**config.mk**
```make
export PLATFORM = sky130hd
export DESIGN_NAME = sppsh_pin_share
export DESIGN_NICKNAME = d
export VERILOG_FILES = /design/src/hdl/sppsh_pin_share.v
export VERILOG_INCLUDE_DIRS = /design/src /design/src/hdl
export SDC_FILE = /design/constraint.sdc
export NUM_CORES = 1
export LEC_CHECK = 0
export ABC_AREA = 1
export BUFFER_PORTS_ARGS = -buffer_cell sky130_fd_sc_hd__buf_2
export CORE_UTILIZATION = 48
export CTS_BUF_LIST = sky130_fd_sc_hd__clkbuf_2
export DETAILED_ROUTE_END_ITERATION = 6
export PLACE_DENSITY = 0.82
export SLEW_MARGIN = 20
export SYNTH_ARGS = -nofsm -noshare
export SYNTH_HDL_FRONTEND = slang
export SYNTH_SLANG_ARGS = --single-unit
```
**constraint.sdc**
```tcl
create_clock -name SYS_CLK_I -period 0.9 [get_ports SYS_CLK_I]
set_input_delay 0.045 -clock SYS_CLK_I [delete_from_list [all_inputs] [get_ports SYS_CLK_I]]
set_output_delay 0.045 -clock SYS_CLK_I [all_outputs]
set_load 0.005 [all_outputs]
```
**src/hdl/sppsh_defs.vh**
```
`ifndef SPPSH_DEFS_VH
`define SPPSH_DEFS_VH
// Pin indices within the shared-pin vector
`define SPPSH_PIN_RFS     0
`define SPPSH_PIN_RCK     1
`define SPPSH_PIN_TDAT    2
`define SPPSH_PIN_TFS     3
`define SPPSH_PIN_TCK     4
`define SPPSH_PIN_SCLK    5
`define SPPSH_PIN_MOSI    6
`define SPPSH_PIN_MISO    7
`define SPPSH_PIN_SS      8
`define SPPSH_PIN_TX0     9
`define SPPSH_PIN_RX0     10
`define SPPSH_NPINS       11
// Function select: 1 = serial function, 0 = general purpose
`define SPPSH_SEL_RESET   11'h7E0
`define SPPSH_DIR_RESET   11'h000
`define SPPSH_OUT_RESET   11'h000
// Synchroniser reset: select pin idles high, so no false slave select
`define SPPSH_SYNC_RESET  11'h100
`endif

```
**src/hdl/sppsh_pin_share.v**
```verilog
// Operation
// - Receive frame-sync pin bidirectional, frame-sync or flag I/O for receiver
// - Receive clock pin carries receive bit clock, may clock both in sync mode
// - Transmit frame-sync pin is frame-sync or flag I/O, shareable when synchronous
// - Transmit clock pin carries transmit bit clock, may clock both sections
// - Sync transmit data pin outputs bits from the transmit shift register
// - After reset, sync serial pins on port C are general-purpose inputs
// - Port F pins individually programmable as GPIO when serial not selected
// - SPI clock driven as output in master, data clock input in slave
// - Master presents data half a clock before slave latching edge
// - Unselected slave holds its master-in/slave-out pin high impedance
// - Select pin arbitrates masters in master mode, enables slave in slave mode
// - After reset, SPI clock, master-in and select pins default to SPI function
// - Async channel 0 transmit pin defaults to async serial output after reset
// - Sync receive data pin passes input bits to the receive shift register
`timescale 1ns/100ps
`default_nettype none
`include "sppsh_defs.vh"
module sppsh_pin_share (
   // Clock and reset
   input  wire        SYS_CLK_I,
   input  wire        RST_B_I,
   // Function select and GPIO control (software side)
   input  wire [10:0] FUNC_SEL_WR_I,
   input  wire [10:0] FUNC_SEL_VAL_I,
   input  wire [10:0] GPIO_DIR_WR_I,
   input  wire [10:0] GPIO_DIR_VAL_I,
   input  wire [10:0] GPIO_OUT_WR_I,
   input  wire [10:0] GPIO_OUT_VAL_I,
   output wire [10:0] FUNC_SEL_O,
   output wire [10:0] GPIO_DIR_O,
   output wire [10:0] GPIO_IN_O,
   // Sync serial port peripheral side
   input  wire        SSP_RFS_OUT_I,
   input  wire        SSP_RFS_OE_I,
   input  wire        SSP_RCK_OUT_I,
   input  wire        SSP_RCK_OE_I,
   input  wire        SSP_TFS_OUT_I,
   input  wire        SSP_TFS_OE_I,
   input  wire        SSP_TCK_OUT_I,
   input  wire        SSP_TCK_OE_I,
   input  wire        SSP_TX_DATA_I,
   input  wire        SSP_TX_EN_I,
   output wire        SSP_RFS_IN_O,
   output wire        SSP_RCK_IN_O,
   output wire        SSP_TFS_IN_O,
   output wire        SSP_TCK_IN_O,
   output wire        SSP_RX_DATA_O,
   input  wire        SSP_RX_DATA_PIN_I,
   // SPI peripheral side
   input  wire        SPI_MASTER_I,
   input  wire        SPI_SCLK_OUT_I,
   input  wire        SPI_MOSI_OUT_I,
   input  wire        SPI_MISO_OUT_I,
   output wire        SPI_SCLK_IN_O,
   output wire        SPI_MOSI_IN_O,
   output wire        SPI_MISO_IN_O,
   output wire        SPI_SS_B_O,
   // Async channel 0 / second SPI side
   input  wire        ASC_TX_DATA_I,
   output wire        ASC_RX_DATA_O,
   input  wire        SPI2_SEL_I,
   input  wire        SPI2_MASTER_I,
   input  wire        SPI2_SCLK_OUT_I,
   input  wire        SPI2_MOSI_OUT_I,
   output wire        SPI2_SCLK_IN_O,
   output wire        SPI2_MOSI_IN_O,
   // Shared pins
   input  wire [10:0] PIN_IN_I,
   output wire [10:0] PIN_OUT_O,
   output wire [10:0] PIN_OE_O
);

   reg  [10:0] sel_q;
   reg  [10:0] sel_d;
   reg  [10:0] dir_q;
   reg  [10:0] dir_d;
   reg  [10:0] dout_q;
   reg  [10:0] dout_d;
   reg  [10:0] sync1_q;
   reg  [10:0] sync2_q;
   reg         srd1_q;
   reg         srd2_q;
   reg  [10:0] per_out_q;
   reg  [10:0] per_out_d;
   reg  [10:0] per_oe_q;
   reg  [10:0] per_oe_d;
   reg  [10:0] pin_out_q;
   reg  [10:0] pin_oe_q;
   wire        slave_sel;

   // Two-flop synchronisers on every pin input
   always @(posedge SYS_CLK_I) begin
      if (!RST_B_I) begin
         sync1_q <= `SPPSH_SYNC_RESET;
         sync2_q <= `SPPSH_SYNC_RESET;
         srd1_q  <= 1'b0;
         srd2_q  <= 1'b0;
      end else begin
         sync1_q <= PIN_IN_I;
         sync2_q <= sync1_q;
         srd1_q  <= SSP_RX_DATA_PIN_I;
         srd2_q  <= srd1_q;
      end
   end

   // Per-bit write strobes, one generate loop
   genvar g;
   generate
      for (g = 0; g < `SPPSH_NPINS; g = g + 1) begin : g_bit
         always @* begin
            sel_d[g]  = FUNC_SEL_WR_I[g] ? FUNC_SEL_VAL_I[g] : sel_q[g];
            dir_d[g]  = GPIO_DIR_WR_I[g] ? GPIO_DIR_VAL_I[g] : dir_q[g];
            dout_d[g] = GPIO_OUT_WR_I[g] ? GPIO_OUT_VAL_I[g] : dout_q[g];
         end
      end
   endgenerate

   always @(posedge SYS_CLK_I) begin
      if (!RST_B_I) begin
         sel_q  <= `SPPSH_SEL_RESET;
         dir_q  <= `SPPSH_DIR_RESET;
         dout_q <= `SPPSH_OUT_RESET;
      end else begin
         sel_q  <= sel_d;
         dir_q  <= dir_d;
         dout_q <= dout_d;
      end
   end

   // Slave enabled by active-low select from external master
   assign slave_sel = sel_q[`SPPSH_PIN_SS] & ~sync2_q[`SPPSH_PIN_SS];

   // Peripheral drive and enable per pin; timing of data against the
   // clock (half-cycle lead) is owned by the SPI shifter itself
   always @* begin
      per_out_d = `SPPSH_OUT_RESET;
      per_oe_d  = `SPPSH_DIR_RESET;
      per_out_d[`SPPSH_PIN_RFS]  = SSP_RFS_OUT_I;
      per_oe_d[`SPPSH_PIN_RFS]   = SSP_RFS_OE_I;
      per_out_d[`SPPSH_PIN_RCK]  = SSP_RCK_OUT_I;
      per_oe_d[`SPPSH_PIN_RCK]   = SSP_RCK_OE_I;
      per_out_d[`SPPSH_PIN_TDAT] = SSP_TX_DATA_I;
      per_oe_d[`SPPSH_PIN_TDAT]  = SSP_TX_EN_I;
      per_out_d[`SPPSH_PIN_TFS]  = SSP_TFS_OUT_I;
      per_oe_d[`SPPSH_PIN_TFS]   = SSP_TFS_OE_I;
      per_out_d[`SPPSH_PIN_TCK]  = SSP_TCK_OUT_I;
      per_oe_d[`SPPSH_PIN_TCK]   = SSP_TCK_OE_I;
      per_out_d[`SPPSH_PIN_SCLK] = SPI_SCLK_OUT_I;
      per_oe_d[`SPPSH_PIN_SCLK]  = SPI_MASTER_I;
      per_out_d[`SPPSH_PIN_MOSI] = SPI_MOSI_OUT_I;
      per_oe_d[`SPPSH_PIN_MOSI]  = SPI_MASTER_I;
      per_out_d[`SPPSH_PIN_MISO] = SPI_MISO_OUT_I;
      per_oe_d[`SPPSH_PIN_MISO]  = ~SPI_MASTER_I & slave_sel;
      // Select pin is only ever an input in serial mode
      if (SPI2_SEL_I) begin
         per_out_d[`SPPSH_PIN_TX0] = SPI2_SCLK_OUT_I;
         per_oe_d[`SPPSH_PIN_TX0]  = SPI2_MASTER_I;
         per_out_d[`SPPSH_PIN_RX0] = SPI2_MOSI_OUT_I;
         per_oe_d[`SPPSH_PIN_RX0]  = SPI2_MASTER_I;
      end else begin
         per_out_d[`SPPSH_PIN_TX0] = ASC_TX_DATA_I;
         per_oe_d[`SPPSH_PIN_TX0]  = 1'b1;
      end
   end

   always @(posedge SYS_CLK_I) begin
      if (!RST_B_I) begin
         per_out_q <= `SPPSH_OUT_RESET;
         per_oe_q  <= `SPPSH_DIR_RESET;
      end else begin
         per_out_q <= per_out_d;
         per_oe_q  <= per_oe_d;
      end
   end

   // Final pin drive: one register stage, mux by function select
   always @(posedge SYS_CLK_I) begin
      if (!RST_B_I) begin
         pin_out_q <= `SPPSH_OUT_RESET;
         pin_oe_q  <= `SPPSH_DIR_RESET;
      end else begin
         pin_out_q <= (sel_q & per_out_q) | (~sel_q & dout_q);
         pin_oe_q  <= (sel_q & per_oe_q) | (~sel_q & dir_q);
      end
   end

   assign PIN_OUT_O  = pin_out_q;
   assign PIN_OE_O   = pin_oe_q;
   assign FUNC_SEL_O = sel_q;
   assign GPIO_DIR_O = dir_q;
   assign GPIO_IN_O  = sync2_q;

   // Peripheral inputs gated to idle when pin is in GPIO mode
   assign SSP_RFS_IN_O   = sel_q[`SPPSH_PIN_RFS] & sync2_q[`SPPSH_PIN_RFS];
   assign SSP_RCK_IN_O   = sel_q[`SPPSH_PIN_RCK] & sync2_q[`SPPSH_PIN_RCK];
   assign SSP_TFS_IN_O   = sel_q[`SPPSH_PIN_TFS] & sync2_q[`SPPSH_PIN_TFS];
   assign SSP_TCK_IN_O   = sel_q[`SPPSH_PIN_TCK] & sync2_q[`SPPSH_PIN_TCK];
   assign SSP_RX_DATA_O  = srd2_q;
   assign SPI_SCLK_IN_O  = sel_q[`SPPSH_PIN_SCLK] & sync2_q[`SPPSH_PIN_SCLK];
   assign SPI_MOSI_IN_O  = sel_q[`SPPSH_PIN_MOSI] & sync2_q[`SPPSH_PIN_MOSI];
   assign SPI_MISO_IN_O  = sel_q[`SPPSH_PIN_MISO] & sync2_q[`SPPSH_PIN_MISO];
   assign SPI_SS_B_O     = ~slave_sel;
   assign ASC_RX_DATA_O  = sel_q[`SPPSH_PIN_RX0] & sync2_q[`SPPSH_PIN_RX0];
   assign SPI2_SCLK_IN_O = sel_q[`SPPSH_PIN_TX0] & sync2_q[`SPPSH_PIN_TX0];
   assign SPI2_MOSI_IN_O = sel_q[`SPPSH_PIN_RX0] & sync2_q[`SPPSH_PIN_RX0];

endmodule
`default_nettype wire

```
======== Word level (Yosys, flattened, before mapping) ========
Index checks and enable logic that the tools add are counted.
cells by class
  reductions and logical operators ........ 1
  bitwise gates (word level) .............. 21
  multiplexer cells ....................... 2
operator list
  kind                 count
  bitwise AND 11 bit   4
  OR 11 bit            2
  bitwise AND 1 bit    11
  NOT 11 bit           1
  NOT 1 bit            3
  two-way mux 1 bit    2
  AND reduction 2 bit  1
storage, ports and cells
  word-level logic and storage cells ...... 69
  input port bits ......................... 99
  output and inout port bits .............. 67
  bits in registers ....................... 101

======== Depth between registers and ports, before layout ========
Gate-level depths: netlist (run 1).
  depth after elaboration ................. 3
  gate-level depth with buffers ........... 5
  gate-level depth less buffers ........... 4

======== Least setup slack after synthesis (run 1) ========
OpenSTA, ideal clock, no wires.
  path type ............................... reg2out
  start point ............................. reg sel_q[10] (netlist: FUNC_SEL_O[10])
  end point ............................... out SPI2_MOSI_IN_O
  arrival time ............................ 647 ps
  setup slack ............................. 208 ps
  cell stages (with the launch flop) ...... 4
  required time ........................... 855 ps
  path buffers ............................ 1
  path through ............................ dfxtp_1 > nand2_1 > inv_1 > buf_4
on the way
  word-level cells in the longest chain between the ends .. 1
RTL lines
  what                    RTL line               text
  from (decl)             sppsh_pin_share.v:74   reg [10:0] sel_q;
  from (signal assigned)  sppsh_pin_share.v:121  sel_q <= `SPPSH_SEL_RESET;
  from (signal assigned)  sppsh_pin_share.v:125  sel_q <= sel_d;
  bitwise AND 1 bit       n/a
  to (decl)               sppsh_pin_share.v:67   output wire SPI2_MOSI_IN_O,
No other way between the ends.

======== Worst setup path after layout (run 1) ========
  start point ............................. reg sync2_q[3] (netlist: GPIO_IN_O[3])
  end point ............................... out SSP_TFS_IN_O
on the way
  word-level cells in the longest chain between the ends .. 1
RTL lines
  what                    RTL line               text
  from (decl)             sppsh_pin_share.v:81   reg [10:0] sync2_q;
  from (signal assigned)  sppsh_pin_share.v:96   sync2_q <= `SPPSH_SYNC_RESET;
  from (signal assigned)  sppsh_pin_share.v:101  sync2_q <= sync1_q;
  bitwise AND 1 bit       sppsh_pin_share.v:197  assign SSP_TFS_IN_O = sel_q[`SPPSH_PIN_TFS] & sync2_q[`SPPSH_PIN_TFS];
  to (decl)               sppsh_pin_share.v:46   output wire SSP_TFS_IN_O,
No other way between the ends.

==> impl_metrics.ini, run 1 <==
[cts]
clock-root-buffer = clkbuf_2
cts_buffers = 9
clock_path_buffers = 2
cts_tree = yes
clk_pin_slew_worst_paths_ps = 290
clock_latency_ps = 540
cts_sinks = 98
ctsHtreeMaxLevel = 3

[synth]
synthAdderAreaFrac = 0
synth_top_family_by_area = simple AND/OR/NAND/NOR gates
synthMuxAreaShare = 0
synth_fp_nets = 579
ys_seq_elements = 98
synthCells = 480
synth_edf_count = 0
synth_cell_type_count = 14
synth_compound_area_frac = 0.00143
synth_flop_cell = dfxtp_1
yosys.area_share.simple = 0.301
synth.avg_cell_area_um2 = 7.31
async_flop_share = 0
ys_seq_area_frac = 0.559
syn_area_um2 = 3510
yosysWarnings = 0
synth_xor_xnor_area_share = 0

[finish]
most-common-layout-cells = nand2_1, buf_2, dlygate4sd3_1
n_fill_cell = 257
fin_util = 0.919
area_growth_pct = 81.8
mostFrequentLayoutCell = nand2_1
drive_gt1_frac = 0.371
finalNonFillerCells = 898
seqCellArea_um2 = 2050
final_net_count = 896
multiInputGateArea_um2 = 1130

[worst_setup_path]
rrSetupSlack_ps = -190
start_kind = flip-flop
crit_chain = nand2_1 > inv_1 > buf_2
r2r-start = FUNC_SEL_O[2]$_SDFFE_PN0P_
critPathCaptureType = output pin
critPathRequiredTime_ps = 850
cp-startpoint = GPIO_IN_O[3]$_SDFF_PN0_
cp_slowest_cell = dfxtp_4
crit_family = flip-flops
crit_arrival_ps = 1240
critPathKind = reg2out
cp_num_buf_inv = 2
crit_end = SSP_TFS_IN_O
path_depth = 3
reg2reg_depth = 4
r2r-end = PIN_OE_O[2]$_SDFF_PN0_
max_stage_delay_ps = 470
crit_path_max_fanout = 2

[run_status]
violations = negative hold slack, negative setup slack
outcome = finished with violations

[sta]
hold_violations = 12
tightest_slew_ps = 750
setup_viol = 108
fmax_mhz = 780
drv_slew = 0
fin_ws_ps = -382
period_needed_ps = 1280
worst_hold_slack_ps = -145
grt_setup_unrepaired = true
post-route-period-util = 1.42
fin_skew_ps = 50.6
relSlewSlack = 0.500

[place]
place_congestion = 0.778
dp_hpwl_mm = 5.58
io_buffers = 165
dp.cells = 732
pre_cts_slack_ps = 148

[die]
fp.dieW_um = 87.5
num_rows = 30
io_pins = 166
core-area_um2 = 6940
die_h_um = 87.5
initial_core_util = 0.505
die_area_um2 = 7660

[global_routing]
antenna_found_initial = 1
grt_start_max_net_pins = 41
grt_pass1_vias = 4496
grt_pass1_wl_mm = 20.5
grt_overflow = 0
grt_usage = 0.358

[power]
ir_worst_vdd_uv = 1020
power_leakage_nw = 3.58
p_per_area_nw_per_um2 = 1430

[detailed_routing]
vias = 4567
drc_errors = 0
vias_per_cell = 5.09
antenna_left = 0
wl_per_cell_um = 18.2
dr.pass1.iters = 5
drt_iter0_drc = 450
finalWirelength_mm = 16.4

[min_path]
hold_path_class = in2reg

[run]
cap_viol_max_count = 0
synthesized netlist by cell type, types with 2 or more instances:
cell	n	area, um^2
buf_2	4	20.0
buf_4	4	30.0
buf_6	3	33.8
dfxtp_1	98	1960
inv_1	101	379
nand2_1	149	559
nand2_2	8	50.1
nand3_1	7	35.0
nor2_1	93	349
nor2_2	8	50.1
or2_1	2	12.5
worst min path at each step:
| stage | startpoint | end | slack (ps) | cells after the start |
|---|---|---|---|---|
| 5_1_grt | RST_B_I | GPIO_DIR_O[10]$_SDFFE_PN0P_ | -220 | 3 |
| 3_3_place_gp | PIN_IN_I[7] | sync1_q[7]$_SDFF_PN0_ | 230 | 3 |
| 3_5_place_dp | SPI_MASTER_I | per_oe_q[7]$_SDFF_PN0_ | 230 | 2 |
| 2_1_floorplan | SPI_MASTER_I | per_oe_q[7]$_SDFF_PN0_ | 120 | 1 |
| 6_report | RST_B_I | dout_q[10]$_SDFFE_PN0P_ | -150 | 3 |
| 4_1_cts | RST_B_I | FUNC_SEL_O[10]$_SDFFE_PN1P_ | -210 | 2 |
what timing repair did:
action | in CTS | in global routing
endpoints found under the setup margin | 67 | 95
endpoints found under the hold margin | 98 | 37
setup buffers | 25 | 4
hold buffers | 126 | 5
pin swaps | 0 | 7
gates resized for setup | 60 | 68
power by group:
| group | internal (mW) | switching, mW | leakage (nW) |
|---|---|---|---|
| clock network | 0.918 | 1.48 | 0.0822 |
| logic | 1.05 | 0.882 | 2.67 |
| registers | 4.62 | 0.183 | 0.827 |
| total | 6.59 | 2.55 | 3.58 |
per-stage QoR:
step | total power, mW | setup TNS [ps] | cell area, um^2
after floorplan | 5.31 | 0 | 3510
after global placement | 5.75 | 0 | 4410
after detailed placement | 5.80 | 0 | 4410
after CTS | 8.62 | -15880 | 6140
after global routing | 9.46 | -23780 | 6380
final | 9.13 | -18250 | 6380
area by class of cell:
| type | instances | share of cell area |
|---|---|---|
| Timing Repair Buffer | 318 | 0.403 |
| Inverter | 102 | 0.0600 |
| Tap cell | 96 | 0.0188 |
| Antenna cell | 1 | 0.000392 |
| Sequential cell | 98 | 0.321 |
| Clock buffer | 10 | 0.00784 |
| Clock inverter | 5 | 0.0124 |
| Multi-Input combinational cell | 268 | 0.177 |
cells by family after synthesis:
group                  count (synthesis)
AO/OA/AOI/OAI                          1
buffers and inverters                114
AND/OR/NAND/NOR                      267
flip-flops                            98
layer usage:
metal	up-vias	track usage	part of all wire
met4	0	0.250	0.077
li1	1979	-	-
met1	2021	0.330	0.33
met5	-	0	0
met2	417	0.667	0.50
met3	150	0.108	0.093
worst register-to-register path: cells and delay by family (launching register included):
family                 cells  cell delay (ps)
buffers and inverters      1              150
DFF                        1              420
and+or+nand+nor            3              430
sequential cells by signal (all words and copies together) (netlist names), 9 cells and up:
register    count
per_out_q      10
GPIO_DIR_O     11
FUNC_SEL_O     11
dout_q         11
PIN_OE_O       11
per_oe_q        9
sync1_q        11
GPIO_IN_O      11
PIN_OUT_O      11
Power figures use the tool's default switching activity.
==> inputs of run 2 (changes only) <==
SKIP_CTS_REPAIR_TIMING = 1   (was unset)
==> run 2 against run 1 <==
Net effect: the flow still finishes with violations (negative hold slack, negative setup slack); sequential cell count is the same; die area unchanged; sequential power about the same; clock-buffer cell count is the same; clock power down 2%; final area decreased by 2.7%; first-iteration DRC count fell by 42%; global-route usage shrank 16 points; register-to-register slack improved by 90 ps; worst hold slack got worse by 22 ps; non-clock buffer count fell by 10; cell count shrank 1.1%.
==> impl_metrics.ini, run 2 (synthesis gave the netlist of run 1 again) <==
[global_routing]
antenna_found_initial = 2
grt_pass1_wl_mm = 11.6
grt_pass1_vias = 2884
grt_usage = 0.194
grt_overflow = 0
grt_start_max_net_pins = 41

[worst_setup_path]
r2r-end = PIN_OE_O[2]$_SDFF_PN0_
crit_chain = nand2_1 > inv_1 > buf_2
start_kind = flip-flop
critPathCaptureType = output pin
crit_path_max_fanout = 6
critPathKind = reg2out
cp_slowest_cell = dfxtp_4
critPathRequiredTime_ps = 850
reg2reg_depth = 5
r2r-start = FUNC_SEL_O[2]$_SDFFE_PN0P_
rrSetupSlack_ps = -100
crit_arrival_ps = 1200
max_stage_delay_ps = 440

[sta]
setup_viol = 103
period_needed_ps = 1250
fin_skew_ps = 39.9
fmax_mhz = 802
post-route-period-util = 1.39
fin_ws_ps = -347
worst_hold_slack_ps = -168
grt_setup_unrepaired = true
tightest_slew_ps = 687
drv_slew = 0
hold_violations = 11
relSlewSlack = 0.541

[finish]
most-common-layout-cells = nand2_1, buf_2, dlygate4sd3_1
area_growth_pct = 76.8
final_net_count = 886
stdcell_area_um2 = 6200
mostFrequentLayoutCell = nand2_1
finalNonFillerCells = 888
drive_gt1_frac = 0.335
n_fill_cell = 300

[min_path]
hold_end = FUNC_SEL_O[10]$_SDFFE_PN1P_
hold_path_class = in2reg
hold-path-cell-count = 2
min_from = RST_B_I

[detailed_routing]
vias = 4288
wl_per_cell_um = 15.9
finalWirelength_mm = 14.1
vias_per_cell = 4.83
antenna_left = 0
dr.pass1.iters = 5
drt_iter0_drc = 263
drc_errors = 0

[run_status]
violations = negative hold slack, negative setup slack
outcome = finished with violations

[die]
die_h_um = 87.5
core-area_um2 = 6940
num_rows = 30
fp.dieW_um = 87.5
io_pins = 166
die_area_um2 = 7660
initial_core_util = 0.505

[place]
dp.cells = 732
dp_hpwl_mm = 5.58
placed_area_um2 = 4410
io_buffers = 165
place_congestion = 0.778
pre_cts_slack_ps = 148

[cts]
clock_path_buffers = 2
clk_pin_slew_worst_paths_ps = 250
clock_latency_ps = 530
cts_sinks = 98
clock-root-buffer = clkbuf_2
cts_tree = yes
ctsHtreeMaxLevel = 3
cts_buffers = 9

[power]
ir_worst_vdd_uv = 1340
p_per_area_nw_per_um2 = 1430
power_leakage_nw = 3.50

[run]
cap_viol_max_count = 0
==> run 2: cell types whose count changed in the layout (fill, tap and decap cells not counted), sizes merged <==
cell / before / now
buf: 195 / 182
dlygate4sd3: 122 / 126
dlymetal6s4s: 1 / 0
==> run 2: worst max-delay path, delay by kind of cell, from the launching register on <==
kind          cells  cell delay [ps]
flops             1              440
buf+inv           2              180
simple gates      1               60
==> run 2: power by group <==
group	internal (mW)	switching, mW
clock network	0.918	1.42
logic	0.980	0.750
registers	4.62	0.189
==> run 2: how the worst max path moves through the flow <==
stage | end | from | slack (ps) | cells after the start
after floorplan | SPI2_MOSI_IN_O | FUNC_SEL_O[10]$_SDFFE_PN1P_ | 210 | 3
after global placement | PIN_OE_O[7]$_SDFF_PN0_ | RST_B_I | 170 | 4
after detailed placement | PIN_OUT_O[5]$_SDFF_PN0_ | FUNC_SEL_O[5]$_SDFFE_PN1P_ | 150 | 3
after CTS | SPI_SCLK_IN_O | FUNC_SEL_O[5]$_SDFFE_PN1P_ | -430 | 3
after global routing | SSP_TFS_IN_O | GPIO_IN_O[3]$_SDFF_PN0_ | -530 | 3
final | SSP_RCK_IN_O | FUNC_SEL_O[1]$_SDFFE_PN0P_ | -350 | 3
==> run 2: cell type report <==
type | count | area, um^2 | share of cell area
repair buffers | 308 | 2450 | 0.396
multi-input cells | 268 | 1070 | 0.173
diodes | 1 | 2.50 | 0.000403
clock inverters | 5 | 78.8 | 0.0127
flip-flops and latches | 98 | 2040 | 0.329
inverters | 102 | 383 | 0.0617
clock buffers | 10 | 50.0 | 0.00807
well taps | 96 | 120 | 0.0194
==> run 2: stage by stage <==
stage	total power [mW]	util	TNS [ps]
detailed placement	5.80	0.636	0
global placement	5.75	0.636	0
finish	8.88	0.894	-17460
global route	9.31	0.894	-24520
CTS	8.04	0.654	-16800
floorplan	5.31	-	0
==> run 2: routing by layer <==
metal / up-vias / track usage / wire length [um]
li1: 1956 / - / -
met1: 1947 / 0.195 / 4610
met2: 284 / 0.364 / 7300
met3: 99 / 0.0664 / 1230
met4: 2 / 0.0820 / 965
met5: - / 0 / 12
